`src/design/tm8_pkg.sv`:
```
// Shared constants for the 8-bit timer waveform block.
package tm8_pkg;
	// Wishbone address width and register byte offsets.
	localparam int unsigned ADR_W = 8;
	localparam logic [7:0] OFS_CTRL = 8'h00;
	localparam logic [7:0] OFS_COUNT = 8'h04;
	localparam logic [7:0] OFS_COMPARE = 8'h08;
	localparam logic [7:0] OFS_FLAGS = 8'h0c;
	localparam logic [7:0] OFS_PIN = 8'h10;
	// Control register fields.
	localparam int unsigned CTRL_WGM_LSB = 0;
	localparam int unsigned CTRL_COM_LSB = 2;
	localparam int unsigned CTRL_FORCE_BIT = 7;
	// Flag register fields.
	localparam int unsigned FLAG_OVF_BIT = 0;
	localparam int unsigned FLAG_CMP_BIT = 1;
	// Pin register fields.
	localparam int unsigned PIN_DIR_BIT = 0;
	localparam int unsigned PIN_PORT_BIT = 1;
	localparam int unsigned PIN_IN_BIT = 2;
	// Waveform modes.
	localparam logic [1:0] WGM_NORMAL = 2'h0;
	localparam logic [1:0] WGM_PHASE = 2'h1;
	localparam logic [1:0] WGM_CTC = 2'h2;
	localparam logic [1:0] WGM_FAST = 2'h3;
	// Compare output modes.
	localparam logic [1:0] COM_OFF = 2'h0;
	localparam logic [1:0] COM_TOGGLE = 2'h1;
	localparam logic [1:0] COM_CLEAR = 2'h2;
	localparam logic [1:0] COM_SET = 2'h3;
	// Counter extremes and reset values.
	localparam logic [7:0] CNT_BOTTOM = 8'h00;
	localparam logic [7:0] CNT_MAX = 8'hff;
	localparam logic [7:0] RST_BYTE = 8'h00;
	localparam logic RST_BIT = 1'b0;
	localparam logic RST_UP = 1'b1;
endpackage : tm8_pkg

```
`src/design/tm8_sync2.sv`:
```
// Two-flop synchroniser for a level arriving from outside the clock domain.
`timescale 1ns/100ps
`default_nettype none
module tm8_sync2 #(
	parameter int unsigned W = 1
) (
	input wire logic clk_i, // System clock.
	input wire logic rst_i, // Synchronous reset, active high.
	input wire logic [W-1:0] async_i, // Level from outside the domain.
	output logic [W-1:0] sync_o // Level safe to use in this domain.
);
	logic [W-1:0] meta_ff;
	logic [W-1:0] sync_ff;

	// The first stage is read only by the second stage.
	always_ff @(posedge clk_i) begin
		if (rst_i) begin
			meta_ff <= '0;
			sync_ff <= '0;
		end else begin
			meta_ff <= async_i;
			sync_ff <= meta_ff;
		end
	end

	assign sync_o = sync_ff;
endmodule : tm8_sync2
`default_nettype wire

```
`src/design/tm8_oc_state.sv`:
```
// Compare output state flop with set, clear and toggle actions.
`timescale 1ns/100ps
`default_nettype none
module tm8_oc_state (
	input wire logic clk_i, // System clock.
	input wire logic rst_i, // Synchronous reset, active high.
	input wire logic set_i, // Drive the state high.
	input wire logic clr_i, // Drive the state low.
	input wire logic tgl_i, // Invert the state.
	output logic state_o // Current compare output state.
);
	logic state_ff;

	// Reset forces the state low no matter what the pin shows.
	always_ff @(posedge clk_i) begin
		if (rst_i) begin
			state_ff <= tm8_pkg::RST_BIT;
		end else if (set_i) begin
			state_ff <= 1'b1;
		end else if (clr_i) begin
			state_ff <= 1'b0;
		end else if (tgl_i) begin
			state_ff <= ~state_ff;
		end
	end

	assign state_o = state_ff;
endmodule : tm8_oc_state
`default_nettype wire

```
`src/design/tm8_timer.sv`:
```
// Timer counter with waveform modes, compare output and Wishbone register slave.
`timescale 1ns/100ps
`default_nettype none

module tm8_timer (
	input wire logic clk_i, // System clock, 40 MHz.
	input wire logic rst_i, // Synchronous reset, active high.
	input wire logic tick_i, // Prescaled timer clock enable, one cycle.
	input wire logic wb_cyc_i, // Wishbone cycle.
	input wire logic wb_stb_i, // Wishbone strobe.
	input wire logic wb_we_i, // Wishbone write enable.
	input wire logic [tm8_pkg::ADR_W-1:0] wb_adr_i, // Wishbone byte address.
	input wire logic [3:0] wb_sel_i, // Wishbone byte selects.
	input wire logic [31:0] wb_dat_i, // Wishbone write data.
	output logic [31:0] wb_dat_o, // Wishbone read data.
	output logic wb_ack_o, // Wishbone acknowledge.
	input wire logic pin_i, // Level seen on the output pin.
	output logic pin_o, // Value driven onto the pin.
	output logic pin_oe_n_o, // Pin driver enable, low drives.
	output logic overflow_flag_o, // Sticky overflow flag.
	output logic compare_match_flag_o // Sticky compare match flag.
);
	// Control and datapath registers.
	logic [1:0] waveform_mode_ff;
	logic [1:0] compare_output_mode_ff;
	logic [7:0] counter_value_ff;
	logic [7:0] compare_buf_ff;
	logic [7:0] compare_value_ff;
	logic count_up_ff;
	logic block_ff;
	logic force_ff;
	logic overflow_flag_ff;
	logic compare_match_flag_ff;
	logic output_pin_direction_ff;
	logic port_value_ff;
	logic pin_out_ff;
	logic ack_ff;
	logic [31:0] rdata_ff;

	// Decoded bus access.
	logic bus_acc;
	logic wr_en;
	logic wr_ctrl;
	logic wr_count;
	logic wr_compare;
	logic wr_flags;
	logic wr_pin;
	logic [7:0] wbyte;
	logic pin_sync;

	// Timer events.
	logic is_pwm;
	logic at_max;
	logic at_bottom;
	logic cmp_equal;
	logic match;
	logic [7:0] nxt_counter;
	logic nxt_up;
	logic ovf_evt;
	logic reload_evt;
	logic act_set;
	logic act_clr;
	logic act_tgl;
	logic oc_state;
	logic down_act;

	// A request is taken once; ack drops in the cycle after it was given.
	assign bus_acc = wb_cyc_i & wb_stb_i & ~ack_ff;
	assign wr_en = bus_acc & wb_we_i & wb_sel_i[0];
	assign wbyte = wb_dat_i[7:0];
	assign wr_ctrl = wr_en & (wb_adr_i == tm8_pkg::OFS_CTRL);
	assign wr_count = wr_en & (wb_adr_i == tm8_pkg::OFS_COUNT);
	assign wr_compare = wr_en & (wb_adr_i == tm8_pkg::OFS_COMPARE);
	assign wr_flags = wr_en & (wb_adr_i == tm8_pkg::OFS_FLAGS);
	assign wr_pin = wr_en & (wb_adr_i == tm8_pkg::OFS_PIN);

	// The pin readback comes from outside the clock domain.
	tm8_sync2 #(
		.W(1)
	) u_pin_sync (
		.clk_i(clk_i),
		.rst_i(rst_i),
		.async_i(pin_i),
		.sync_o(pin_sync)
	);

	// Acknowledge and read data; unmapped addresses answer with zero.
	always_ff @(posedge clk_i) begin
		if (rst_i) begin
			ack_ff <= 1'b0;
			rdata_ff <= '0;
		end else begin
			ack_ff <= bus_acc;
			if (bus_acc) begin
				rdata_ff <= '0;
				case (wb_adr_i)
					tm8_pkg::OFS_CTRL: begin
						rdata_ff[tm8_pkg::CTRL_WGM_LSB +: 2] <= waveform_mode_ff;
						rdata_ff[tm8_pkg::CTRL_COM_LSB +: 2] <= compare_output_mode_ff;
					end
					tm8_pkg::OFS_COUNT: begin
						rdata_ff[7:0] <= counter_value_ff;
					end
					tm8_pkg::OFS_COMPARE: begin
						rdata_ff[7:0] <= compare_buf_ff;
					end
					tm8_pkg::OFS_FLAGS: begin
						rdata_ff[tm8_pkg::FLAG_OVF_BIT] <= overflow_flag_ff;
						rdata_ff[tm8_pkg::FLAG_CMP_BIT] <= compare_match_flag_ff;
					end
					tm8_pkg::OFS_PIN: begin
						rdata_ff[tm8_pkg::PIN_DIR_BIT] <= output_pin_direction_ff;
						rdata_ff[tm8_pkg::PIN_PORT_BIT] <= port_value_ff;
						rdata_ff[tm8_pkg::PIN_IN_BIT] <= pin_sync;
					end
					default: begin
						rdata_ff <= '0;
					end
				endcase
			end
		end
	end

	assign wb_ack_o = ack_ff;
	assign wb_dat_o = rdata_ff;

	// Mode and output mode; a new output mode switches the pin source at once and acts from the next match.
	// next match acts
	always_ff @(posedge clk_i) begin
		if (rst_i) begin
			waveform_mode_ff <= tm8_pkg::WGM_NORMAL;
			compare_output_mode_ff <= tm8_pkg::COM_OFF;
		end else if (wr_ctrl) begin
			waveform_mode_ff <= wbyte[tm8_pkg::CTRL_WGM_LSB +: 2];
			compare_output_mode_ff <= wbyte[tm8_pkg::CTRL_COM_LSB +: 2];
		end
	end

	// The force bit is a strobe: it never stores and reads as zero.
	// force in non-PWM
	always_ff @(posedge clk_i) begin
		if (rst_i) begin
			force_ff <= 1'b0;
		end else begin
			force_ff <= wr_ctrl & wbyte[tm8_pkg::CTRL_FORCE_BIT] &
				~wbyte[tm8_pkg::CTRL_WGM_LSB];
		end
	end

	// Pin direction and general port value.
	always_ff @(posedge clk_i) begin
		if (rst_i) begin
			output_pin_direction_ff <= tm8_pkg::RST_BIT;
			port_value_ff <= tm8_pkg::RST_BIT;
		end else if (wr_pin) begin
			output_pin_direction_ff <= wbyte[tm8_pkg::PIN_DIR_BIT];
			port_value_ff <= wbyte[tm8_pkg::PIN_PORT_BIT];
		end
	end

	assign is_pwm = waveform_mode_ff[0];
	assign at_max = (counter_value_ff == tm8_pkg::CNT_MAX);
	assign at_bottom = (counter_value_ff == tm8_pkg::CNT_BOTTOM);
	assign cmp_equal = (counter_value_ff == compare_value_ff);

	assign match = cmp_equal & ~block_ff;

	// The block lasts until one timer tick has passed, so it also holds while stopped.
	// block for one tick
	always_ff @(posedge clk_i) begin
		if (rst_i) begin
			block_ff <= 1'b0;
		end else if (wr_count) begin
			block_ff <= 1'b1;
		end else if (tick_i) begin
			block_ff <= 1'b0;
		end
	end

	// Next counter value and direction for each waveform mode.
	always_comb begin
		nxt_counter = counter_value_ff + 8'h01;
		nxt_up = count_up_ff;
		ovf_evt = 1'b0;
		reload_evt = 1'b0;
		case (waveform_mode_ff)
			tm8_pkg::WGM_NORMAL: begin
				ovf_evt = at_max;
			end
			tm8_pkg::WGM_CTC: begin
				if (match) begin
					nxt_counter = tm8_pkg::CNT_BOTTOM;
				end
				ovf_evt = at_max; // A clear at 0xff still passes the count from MAX to zero.
			end
			tm8_pkg::WGM_FAST: begin
				if (at_max) begin
					nxt_counter = tm8_pkg::CNT_BOTTOM;
				end
				ovf_evt = at_max;
				reload_evt = at_max;
			end
			tm8_pkg::WGM_PHASE: begin
				if (count_up_ff) begin
					if (at_max) begin
						nxt_counter = tm8_pkg::CNT_MAX - 8'h01;
						nxt_up = 1'b0;
					end
				end else if (at_bottom) begin
					nxt_up = 1'b1;
				end else begin
					nxt_counter = counter_value_ff - 8'h01;
				end
				ovf_evt = ~count_up_ff & (counter_value_ff == 8'h01);
				reload_evt = count_up_ff & at_max;
			end
			default: begin
				nxt_counter = counter_value_ff;
			end
		endcase
	end

	// A software write has priority over any count or clear on the same edge.
	// tick qualified
	always_ff @(posedge clk_i) begin
		if (rst_i) begin
			counter_value_ff <= tm8_pkg::RST_BYTE;
			count_up_ff <= tm8_pkg::RST_UP;
		end else if (wr_count) begin
			counter_value_ff <= wbyte;
		end else if (tick_i) begin
			counter_value_ff <= nxt_counter;
			count_up_ff <= (waveform_mode_ff == tm8_pkg::WGM_PHASE) ? nxt_up : 1'b1;
		end
	end

	// Software writes the buffer; the active value follows it directly or at reload.
	// double buffer
	always_ff @(posedge clk_i) begin
		if (rst_i) begin
			compare_buf_ff <= tm8_pkg::RST_BYTE;
			compare_value_ff <= tm8_pkg::RST_BYTE;
		end else begin
			if (wr_compare) begin
				compare_buf_ff <= wbyte;
			end
			if (~is_pwm) begin
				compare_value_ff <= wr_compare ? wbyte : compare_buf_ff;
			end else if (tick_i & reload_evt) begin
				compare_value_ff <= compare_buf_ff;
			end
		end
	end

	// Sticky flags: hardware only sets, software writes one to clear, set wins.
	always_ff @(posedge clk_i) begin
		if (rst_i) begin
			overflow_flag_ff <= tm8_pkg::RST_BIT;
			compare_match_flag_ff <= tm8_pkg::RST_BIT;
		end else begin
			if (tick_i & ovf_evt) begin
				overflow_flag_ff <= 1'b1;
			end else if (wr_flags & wbyte[tm8_pkg::FLAG_OVF_BIT]) begin
				overflow_flag_ff <= 1'b0;
			end
			if (tick_i & match) begin
				compare_match_flag_ff <= 1'b1;
			end else if (wr_flags & wbyte[tm8_pkg::FLAG_CMP_BIT]) begin
				compare_match_flag_ff <= 1'b0;
			end
		end
	end

	assign overflow_flag_o = overflow_flag_ff;
	assign compare_match_flag_o = compare_match_flag_ff;

	// Phase-correct: a match at the top acts as a down match, at zero as an up match.
	assign down_act = at_max ? 1'b1 : (at_bottom ? 1'b0 : ~count_up_ff);

	// Compare output actions; output mode zero never acts.
	// mode zero no action
	always_comb begin
		act_set = 1'b0;
		act_clr = 1'b0;
		act_tgl = 1'b0;
		case (waveform_mode_ff)
			tm8_pkg::WGM_NORMAL, tm8_pkg::WGM_CTC: begin
				if ((tick_i & match) | force_ff) begin
					act_tgl = (compare_output_mode_ff == tm8_pkg::COM_TOGGLE);
					act_clr = (compare_output_mode_ff == tm8_pkg::COM_CLEAR);
					act_set = (compare_output_mode_ff == tm8_pkg::COM_SET);
				end
			end
			tm8_pkg::WGM_FAST: begin
				act_tgl = tick_i & match & (compare_output_mode_ff == tm8_pkg::COM_TOGGLE);
				if (tick_i & compare_output_mode_ff[1]) begin
					if (at_max) begin
						act_set = ~compare_output_mode_ff[0];
						act_clr = compare_output_mode_ff[0];
					end else if (match) begin
						act_set = compare_output_mode_ff[0];
						act_clr = ~compare_output_mode_ff[0];
					end
				end
			end
			tm8_pkg::WGM_PHASE: begin
				if (tick_i & match & compare_output_mode_ff[1]) begin
					act_set = down_act ^ compare_output_mode_ff[0];
					act_clr = ~(down_act ^ compare_output_mode_ff[0]);
				end
			end
			default: begin
				act_set = 1'b0;
			end
		endcase
	end

	tm8_oc_state u_oc_state (
		.clk_i(clk_i),
		.rst_i(rst_i),
		.set_i(act_set),
		.clr_i(act_clr),
		.tgl_i(act_tgl),
		.state_o(oc_state)
	);

	// Pin value is registered so the pad never sees decode glitches.
	// override port value
	always_ff @(posedge clk_i) begin
		if (rst_i) begin
			pin_out_ff <= tm8_pkg::RST_BIT;
		end else if (compare_output_mode_ff != tm8_pkg::COM_OFF) begin
			pin_out_ff <= oc_state;
		end else begin
			pin_out_ff <= port_value_ff;
		end
	end

	// Direction stays with software; the driver is off until it selects output.
	// direction gates pin
	assign pin_o = pin_out_ff;
	assign pin_oe_n_o = ~output_pin_direction_ff;
endmodule : tm8_timer
`default_nettype wire

```
`config.mk`:
```
export PLATFORM = sky130hd
export DESIGN_NAME = tm8_timer
export DESIGN_NICKNAME = d
export VERILOG_FILES = /design/src/design/tm8_pkg.sv /design/src/design/tm8_sync2.sv /design/src/design/tm8_oc_state.sv /design/src/design/tm8_timer.sv
export SDC_FILE = /design/constraint.sdc
export NUM_CORES = 1
export LEC_CHECK = 0
export BUFFER_PORTS_ARGS = -buffer_cell sky130_fd_sc_hd__buf_2
export CAP_MARGIN = 20
export CORE_ASPECT_RATIO = 0.75
export CORE_MARGIN = 4
export CORE_UTILIZATION = 35
export DETAILED_ROUTE_END_ITERATION = 8
export GPL_TIMING_DRIVEN = 0
export PLACE_DENSITY = 0.67
export SETUP_SLACK_MARGIN = 0.4
export SYNTH_ARGS = -nofsm -noshare
export SYNTH_HDL_FRONTEND = slang
export SYNTH_SLANG_ARGS = --single-unit
```
`constraint.sdc`:
```
create_clock -name clk_i -period 5.26 [get_ports clk_i]
set_clock_uncertainty 0.05 [all_clocks]
set_input_delay 0 -clock clk_i [delete_from_list [all_inputs] [get_ports clk_i]]
set_output_delay 0 -clock clk_i [all_outputs]
set_load 0.005 [all_outputs]
```
; Word level (Yosys, flattened, before mapping)
; Index checks and enable logic that the tools add are counted.
[op_classes]
bitwise_logic = 33
muxes = 47
reduce_logical = 11
n_eq_ne = 14
n_addsub = 2
[op_table]
columns = op, n
row1 = two-way mux 8 bit, 10
row2 = two-way mux 1 bit, 27
row3 = case mux 8 bit (3 select lines), 1
row4 = bitwise AND 1 bit, 22
row5 = "equality test 8 x 4 -> 1 bit, second input constant", 2
row6 = logical NOT 8 bit, 2
row7 = case mux 2 bit (5 select lines), 1
row8 = NOT 1 bit, 9
row9 = case mux 1 bit (3 select lines), 3
row10 = "adder 8 x 1 -> 8 bit, second input constant", 1
row11 = "equality test 2 bit, second input constant", 4
row12 = "equality test 8 x 1 -> 1 bit, second input constant", 1
row13 = "equality test 8 x 3 -> 1 bit, second input constant", 1
row14 = "equality test 8 x 5 -> 1 bit, second input constant", 1
row15 = equality test 8 bit, 1
row16 = "equality test 8 bit, second input constant", 1
row17 = case mux 4 bit (2 select lines), 1
row18 = nonzero test 2 bit, 4
row19 = "subtractor 8 x 1 -> 8 bit, second input constant", 1
row20 = case mux 1 bit (2 select lines), 3
row21 = "equality test 2 x 1 -> 1 bit, second input constant", 2
row22 = case mux 1 bit (4 select lines), 1
row23 = nonzero test 3 bit, 1
row24 = OR reduction 3 bit, 1
row25 = other kinds (6), 6
[word_totals]
elab_cells = 125
input_bits = 51
out_inout_bits = 37
ff_bits = 48

; Depth between registers and ports, before layout
; Gate-level depths: netlist of the first run.
[depth]
depth_word = 9
mapped_depth = 10
depth_no_buf = 8

; Modules after synthesis
; From an unflattened synthesis of the first run, not the netlist that was laid out.
[hier_totals]
hier_cells = 383
hier_area_um2 = 3118.0
[modules_own_cells]
columns = mod, cells_each, area_each_um2, n_inst, seq_area_each_um2
row1 = tm8_timer, 375, 3017.9, 1, 900.9
row2 = tm8_sync2, 4, 52.6, 1, 40.0
row3 = tm8_oc_state, 4, 47.5, 1, 20.0

; Worst setup path before layout of the first run
; OpenSTA, ideal clock, no wires.
[synth_timing]
kind = reg2reg
from = reg counter_value_ff[0]
to = reg counter_value_ff[2]
t_arrival_ns = 2.136
stages_incl_launch_ff = 10
required_time_ns = 5.076
period_less_slack_ns = 2.321
setup_ns = 0.134
path_slack_ns = 2.939
path_buffers = 1
path_cell_list = dfxtp_1 > clkbuf_1 > inv_1 > ha_1 > nor3b_1 > a21oi_1 > mux2i_1 > nor4_1 > a2111oi_0 > a211oi_1
[synth_via]
elab_chain_len = 6
elab_cells_between_ends = 14
classes_between = 2 x add/sub / 2 x eq/ne / 8 x mux / 1 x bitwise / 1 x reduce/logical
[synth_rtl]
columns = item, line_no
row1 = "start, declared", tm8_timer.sv:26  ; logic [7:0] counter_value_ff;
row2 = "start signal, assigned", tm8_timer.sv:227  ; counter_value_ff <= tm8_pkg::RST_BYTE;
row3 = "start signal, assigned", tm8_timer.sv:230  ; counter_value_ff <= wbyte;
row4 = "start signal, assigned", tm8_timer.sv:232  ; counter_value_ff <= nxt_counter;
row5 = "subtractor 8 x 1 -> 8 bit, or another cell as far along", tm8_timer.sv:212  ; nxt_counter = counter_value_ff - 8'h01;
row6 = "two-way mux 8 bit, or another cell as far along", tm8_timer.sv:209  ; end else if (at_bottom) begin
row7 = two-way mux 8 bit (on tied branches), "tm8_timer.sv:204, tm8_timer.sv:191"
row8 = case mux 8 bit (3 select lines) *, tm8_timer.sv:186  ; case (waveform_mode_ff)
row9 = two-way mux 8 bit *, tm8_timer.sv:231  ; end else if (tick_i) begin
row10 = two-way mux 8 bit *, tm8_timer.sv:229  ; end else if (wr_count) begin
; Mark *: on every way between the ends. The rest lies on a longest branch, timed or not. The select of a mux whose other input is x is not followed.
; A chain may end at the register's enable or synchronous reset.

; Worst setup path after layout of the first run
; Same ends and word-level chain as after synthesis.

==> flow_summary.toml, run 1 <==
[run_status]
status = "finished, final reports clean"

[floorplan]
coreArea_um2 = 8560
rows = 29
ioPinCount = 88
die_h_um = 89.7
die_area_um2 = 10500
start_util = 0.364
die_w_um = 117

[yosys]
ys_ff_latch = 48
synth_warnings = 0
ys_types = 58
synth_edf_count = 0
ys_seq_area_frac = 0.309
avgSynthCellArea_um2 = 7.76
synth_top_flop_cell = "dfxtp_1"
synthArstFlopShare = 0
syn_inst = 401
syn_area_um2 = 3110

[sta]
period_minus_slack_ps = 2950
timing.hold.ws_ps = 18.7
setup_viol = 0
fmax_mhz = 339
hold_viol = 0
max-slew-margin-rel = 0.506
rsz0062_at_grt = "false"
setup_ws_ps = 2310
fin_crit_sh = 0.560
tightest_slew_ps = 735
maxSlewViolCount = 0
finalSetupTns_ps = 0

[power_and_ir_drop]
pwr-share-seq = 0.427
p_comb_frac = 0.132
p_leak_nw = 1.56
swShare = 0.250
switching_power_uw = 219
ir_worst_vdd_v = 0.000202
power.clock.fraction = 0.441
intPower_uw = 655
total_power_uw = 874
powerDensity_nw_per_um2 = 233

[placement]
postPlaceCellArea_um2 = 3510
hpwlAfterDp_mm = 7.06
port_buffers = 35
routabilityCongestion = 0.913
dp.cells = 567
place_ws_ps = 2380

[critical_path]
required_ps = 5360
cpPeakStageDelay_ps = 520
critPathMaxFanout = 7
cp-start-kind = "flop"
cp_slowest_cell = "a21oi_1"
arrival_ps = 3050
worstPathCellList = "clkbuf_1 -> inv_1 -> ha_1 -> nor3b_1 -> a21oi_1 -> mux2i_1 -> nor4_1 -> a2111oi_0 -> a211oi_1"
end_kind = "flop"
path_class = "reg -> reg"

[final_layout]
diodes = 0
fill_cells = 875
design_area_um2 = 3750
drive_above_1_share = 0.175
nets = 527
synthToLayoutAreaGrowth_pct = 20.4
fin_cells = 581
final_core_util = 0.438

[routing]
wl_mm = 9.46
wl_per_cell_um = 16.3
firstDrtPassIters = 4
drc = 0
drt_iter0_markers = 270
vias_per_cell = 5.45
vias = 3167
antenna_left = 0

[clock_tree]
cts_buffers = 5
clkTransAtPathRegs_ps = 70
clock-sinks = 48
root_buffer = "clkbuf_16"
cts_tree = "yes"
clockBufferDepth = 2
htree_levels = 2
clkLatencyLatePin_ps = 290
ctsResizeCount = 0

[global_routing]
grtUsageTotal = 0.178
antenna_found_initial = 0
grt_pass1_wl_mm = 14.8
grt_max_degree = 16
grt_overflow_total = 0
first_global_vias = 2843

[min_path]
hold_path_class = "in -> reg"

[job]
maxCapViolCount = 0
cell families (layout without fill, tap and decap cells):
| logic type | count (synthesis) | after routing | share of synthesized area |
|---|---|---|---|
| AOI/OAI and AO/OA | 97 | 97 | 0.201 |
| xor gates and xnor gates | 19 | 19 | 0.0535 |
| adders and majority gates | 4 | 4 | 0.0161 |
| buffers and inverters | 65 | 114 | 0.116 |
| DFF | 48 | 48 | 0.309 |
| muxes | 21 | 21 | 0.0683 |
| other | 1 | 24 | 0.00120 |
| and+or+nand+nor | 146 | 146 | 0.235 |
cell usage in the layout (no fill, tap or decap), types with 6 or more instances in the layout:
master	count
a211oi_1	6
a21oi_1	29
a22o_1	8
a31oi_1	8
and3_1	12
buf_2	41
buf_4	24
clkbuf_1	18
conb_1	24
dfxtp_1	48
dlygate4sd3_1	6
inv_1	13
mux2i_1	19
nand2_1	39
nand3_1	19
nand4_1	9
nor2_1	34
nor2b_1	8
nor3_1	8
o21ai_0	12
o21ai_1	8
xnor2_1	7
xor2_1	12
registers in the layout, indices dropped and copies added (netlist names), 2 cells and up:
name and cells:
compare_buf_ff 8, waveform_mode_ff 2, compare_output_mode_ff 2, compare_value_ff 8, wb_dat_o 8, counter_value_ff 8
power by group through the flow:
| stage | Clock (mW) | Combinational, mW | Sequential (mW) |
|---|---|---|---|
| CTS | 0.386 | 0.113 | 0.373 |
| finish | 0.385 | 0.116 | 0.373 |
| floorplan | 0 | 0.0735 | 0.380 |
| detailed placement | 0 | 0.109 | 0.381 |
| global route | 0.399 | 0.128 | 0.374 |
| global placement | 0 | 0.108 | 0.381 |
path summary, 6_finish.rpt:
| path | start | end | slack, ps | cells past startpoint |
|---|---|---|---|---|
| max | counter_value_ff[0] | counter_value_ff[2] | 2310 | 9 |
| min | wb_dat_i[2] | compare_output_mode_ff[0] | 20 | 3 |
| max reg2reg | counter_value_ff[0] | counter_value_ff[2] | 2310 | 9 |
| min reg2reg | u_pin_sync.meta_ff | u_pin_sync.sync_o | 390 | 1 |
critical path: cells and delay by family (launching register included):
kind	cells	cell delay (ps)
buffers and inverters	2	560
DFF	1	360
AOI/OAI and AO/OA	3	1110
muxes	1	280
adders and majority gates	1	240
and+or+nand+nor	2	210
Yosys cell counts (all sizes together), types with 2 or more instances:
cell type	instances	area (µm²)
and3	12	75.1
a221oi	3	26.3
nor3	9	56.3
and2	2	15.0
dfxtp	48	961
a21oi	29	145
a22o	8	70.1
xnor2	7	61.3
mux2i	19	190
nor3b	2	15.0
o22ai	2	12.5
nor2	34	128
o211ai	2	15.0
ha	4	50.1
nand2	39	146
o21ai	20	100
inv	13	48.8
a21boi	2	15.0
nand4	9	56.3
a31oi	8	50.1
o32ai	4	35.0
and4	2	17.5
nand3	19	95.1
buf	34	244
mux2	2	22.5
nor2b	8	50.1
clkbuf	18	67.6
xor2	12	105
a211oi	6	45.0
nor4	4	31.3
per-layer routing:
| layer | GRT usage | vias up | part of all wire |
|---|---|---|---|
| met4 | 0.00833 | 0 | 0.0044 |
| met1 | 0.272 | 1499 | 0.50 |
| met3 | 0.0449 | 8 | 0.082 |
| met5 | 0 | - | 0 |
| li1 | - | 1527 | - |
| met2 | 0.264 | 133 | 0.42 |
what timing repair did:
item                      CTS  global route
hold buffers                6             0
buffers inserted            0             0
hold endpoints to repair   10             0
layout make-up:
class                           instances  area (µm²)  area share
Clock inverter                          2        38.8      0.0104
Tap cell                              108         135      0.0361
Inverter                               13        48.8      0.0130
Multi-Input combinational cell        311        1880       0.501
Sequential cell                        48         961       0.256
Timing Repair Buffer                   41         235      0.0628
Clock buffer                            6         139      0.0371
Buffer                                 52         312      0.0831
No activity file was read; power rests on OpenSTA's default activity.
==> run 2, diff against run 1 <==
- PLACE_DENSITY: 0.67 -> 0.7
- clock period: 5.26 -> 2.6 ns (I/O delays scaled with it)
==> flow_summary.toml, run 2 (synthesized netlist as in run 1, its figures left out) <==
[floorplan]
ioPinCount = 88
coreArea_um2 = 8560
rows = 29
die_w_um = 117
die_area_um2 = 10500
start_util = 0.364
die_h_um = 89.7

[power_and_ir_drop]
p_leak_nw = 1.69
total_power_mw = 1.83
powerDensity_nw_per_um2 = 451
ir_worst_vdd_v = 0.000270

[clock_tree]
clock-sinks = 48
root_buffer = "clkbuf_16"
clkTransAtPathRegs_ps = 70
cts_tree = "yes"
clockBufferDepth = 2
htree_levels = 2
clkLatencyLatePin_ps = 290
cts_buffers = 5

[global_routing]
grt_pass1_wl_mm = 15.6
antenna_found_initial = 0
first_global_vias = 2926
grt_overflow_total = 0
grtUsageTotal = 0.191
grt_max_degree = 16

[final_layout]
regArea_um2 = 968
fill_cells = 862
layout.cells.most_common_list = "46 x dfxtp_1, 41 x buf_4, 38 x buf_2"
nets = 543
final_core_util = 0.473
final_common_cell = "dfxtp_1"
synthToLayoutAreaGrowth_pct = 30.1
drive_above_1_share = 0.252
diodes = 0
multi_input_area_um2 = 2010

[sta]
tightest_slew_ps = 651
fmax_mhz = 460
finalSetupTns_ps = 0
max-slew-margin-rel = 0.566
fin_crit_sh = 0.836
period_minus_slack_ps = 2170
rsz0062_at_grt = "true"
timing.hold.ws_ps = 30.3
maxSlewViolCount = 0
hold_viol = 0
setup_ws_ps = 427
setup_viol = 0

[routing]
antenna_left = 0
firstDrtPassIters = 5
wl_mm = 10.3
vias_per_cell = 5.57
drc = 0
vias = 3325
drt_iter0_markers = 338
wl_per_cell_um = 17.2

[critical_path]
end_kind = "flop"
path_class = "reg -> reg"
cpPeakStageDelay_ps = 370
worstPathCellList = "buf_8 -> inv_4 -> ha_4 -> nor3b_4 -> a21oi_2 -> buf_4 -> mux2i_1 -> nor4_1 -> a2111oi_2 -> a211oi_1"
reg2reg_depth = 10
cp-start-kind = "flop"
required_ps = 2700
critPathMaxFanout = 4
reg2reg_to = "counter_value_ff[2]"
r2r_start = "counter_value_ff[0]"
cp_slowest_cell = "dfxtp_4"
arrival_ps = 2270
regToRegSetupSlack_ps = 430

[run_status]
status = "finished, final reports clean"

[min_path]
worstHoldStart = "wb_dat_i[3]"
whs_endpoint = "compare_output_mode_ff[1]"
hold_path_class = "in -> reg"
hold_depth = 3

[placement]
port_buffers = 35
place_ws_ps = -117
routabilityCongestion = 0.959
hpwlAfterDp_mm = 7.29

[job]
maxCapViolCount = 0
## run 2: changes by cell type in the layout (fill, tap and decap cells not counted), sizes merged
| cell | delta |
|---|---|
| buf | +16 |
| dlygate4sd3 | +2 |
| clkbuf | -2 |
## run 2: worst max-delay path by stage
stage	slack (ps)	cells after the start	to	start
floorplan	400	9	counter_value_ff[2]	counter_value_ff[0]
global placement	-90	9	counter_value_ff[2]	counter_value_ff[0]
detailed placement	-120	9	counter_value_ff[2]	counter_value_ff[0]
CTS	370	8	counter_value_ff[6]	counter_value_ff[4]
global route	340	9	u_oc_state.state_o	counter_value_ff[0]
finish	430	10	counter_value_ff[2]	counter_value_ff[0]
## run 2: area by class of cell
class	count	area share
Multi-Input combinational cell	311	0.497
Sequential cell	48	0.239
Timing Repair Buffer	57	0.0899
Buffer	52	0.0837
Clock buffer	6	0.0343
Tap cell	108	0.0334
Inverter	13	0.0127
Clock inverter	2	0.00958
## run 2: critical path, delay by kind of cell, from the launching register on
family / cells / cell delay (ps)
AOI/OAI and AO/OA: 3 / 690
buffers and inverters: 3 / 310
adders and majority gates: 1 / 150
and+or+nand+nor: 2 / 240
muxes: 1 / 220
DFF: 1 / 370
## run 2: repair_timing
action                                  CTS  global route
setup buffers                             3            11
hold buffers                              8             0
endpoints found under the setup margin   21            16
gates resized for setup                  14            41
hold endpoints to repair                 14             0
pin swaps                                 3            13
## run 2: report_power, final
part / internal (mW) / switching [mW] / total [mW] / leakage [nW]
Combinational: 0.133 / 0.156 / 0.289 / 1.21
Clock: 0.482 / 0.298 / 0.780 / 0.0871
Sequential: 0.746 / 0.0113 / 0.757 / 0.390
## run 2: layer usage
layer	GRT usage	up-vias	wire length, µm
li1	-	1554	-
met1	0.286	1569	4620
met2	0.269	185	4350
met3	0.0482	17	1170
met4	0.0521	0	153
met5	0	-	0
## run 2: through the flow
step	cell area, µm²	std cells
2_1_floorplan	3200	424
4_1_cts	3840	586
5_1_grt	4050	597
3_5_place_dp	3510	567
3_3_place_gp	3510	567
6_report	4050	597
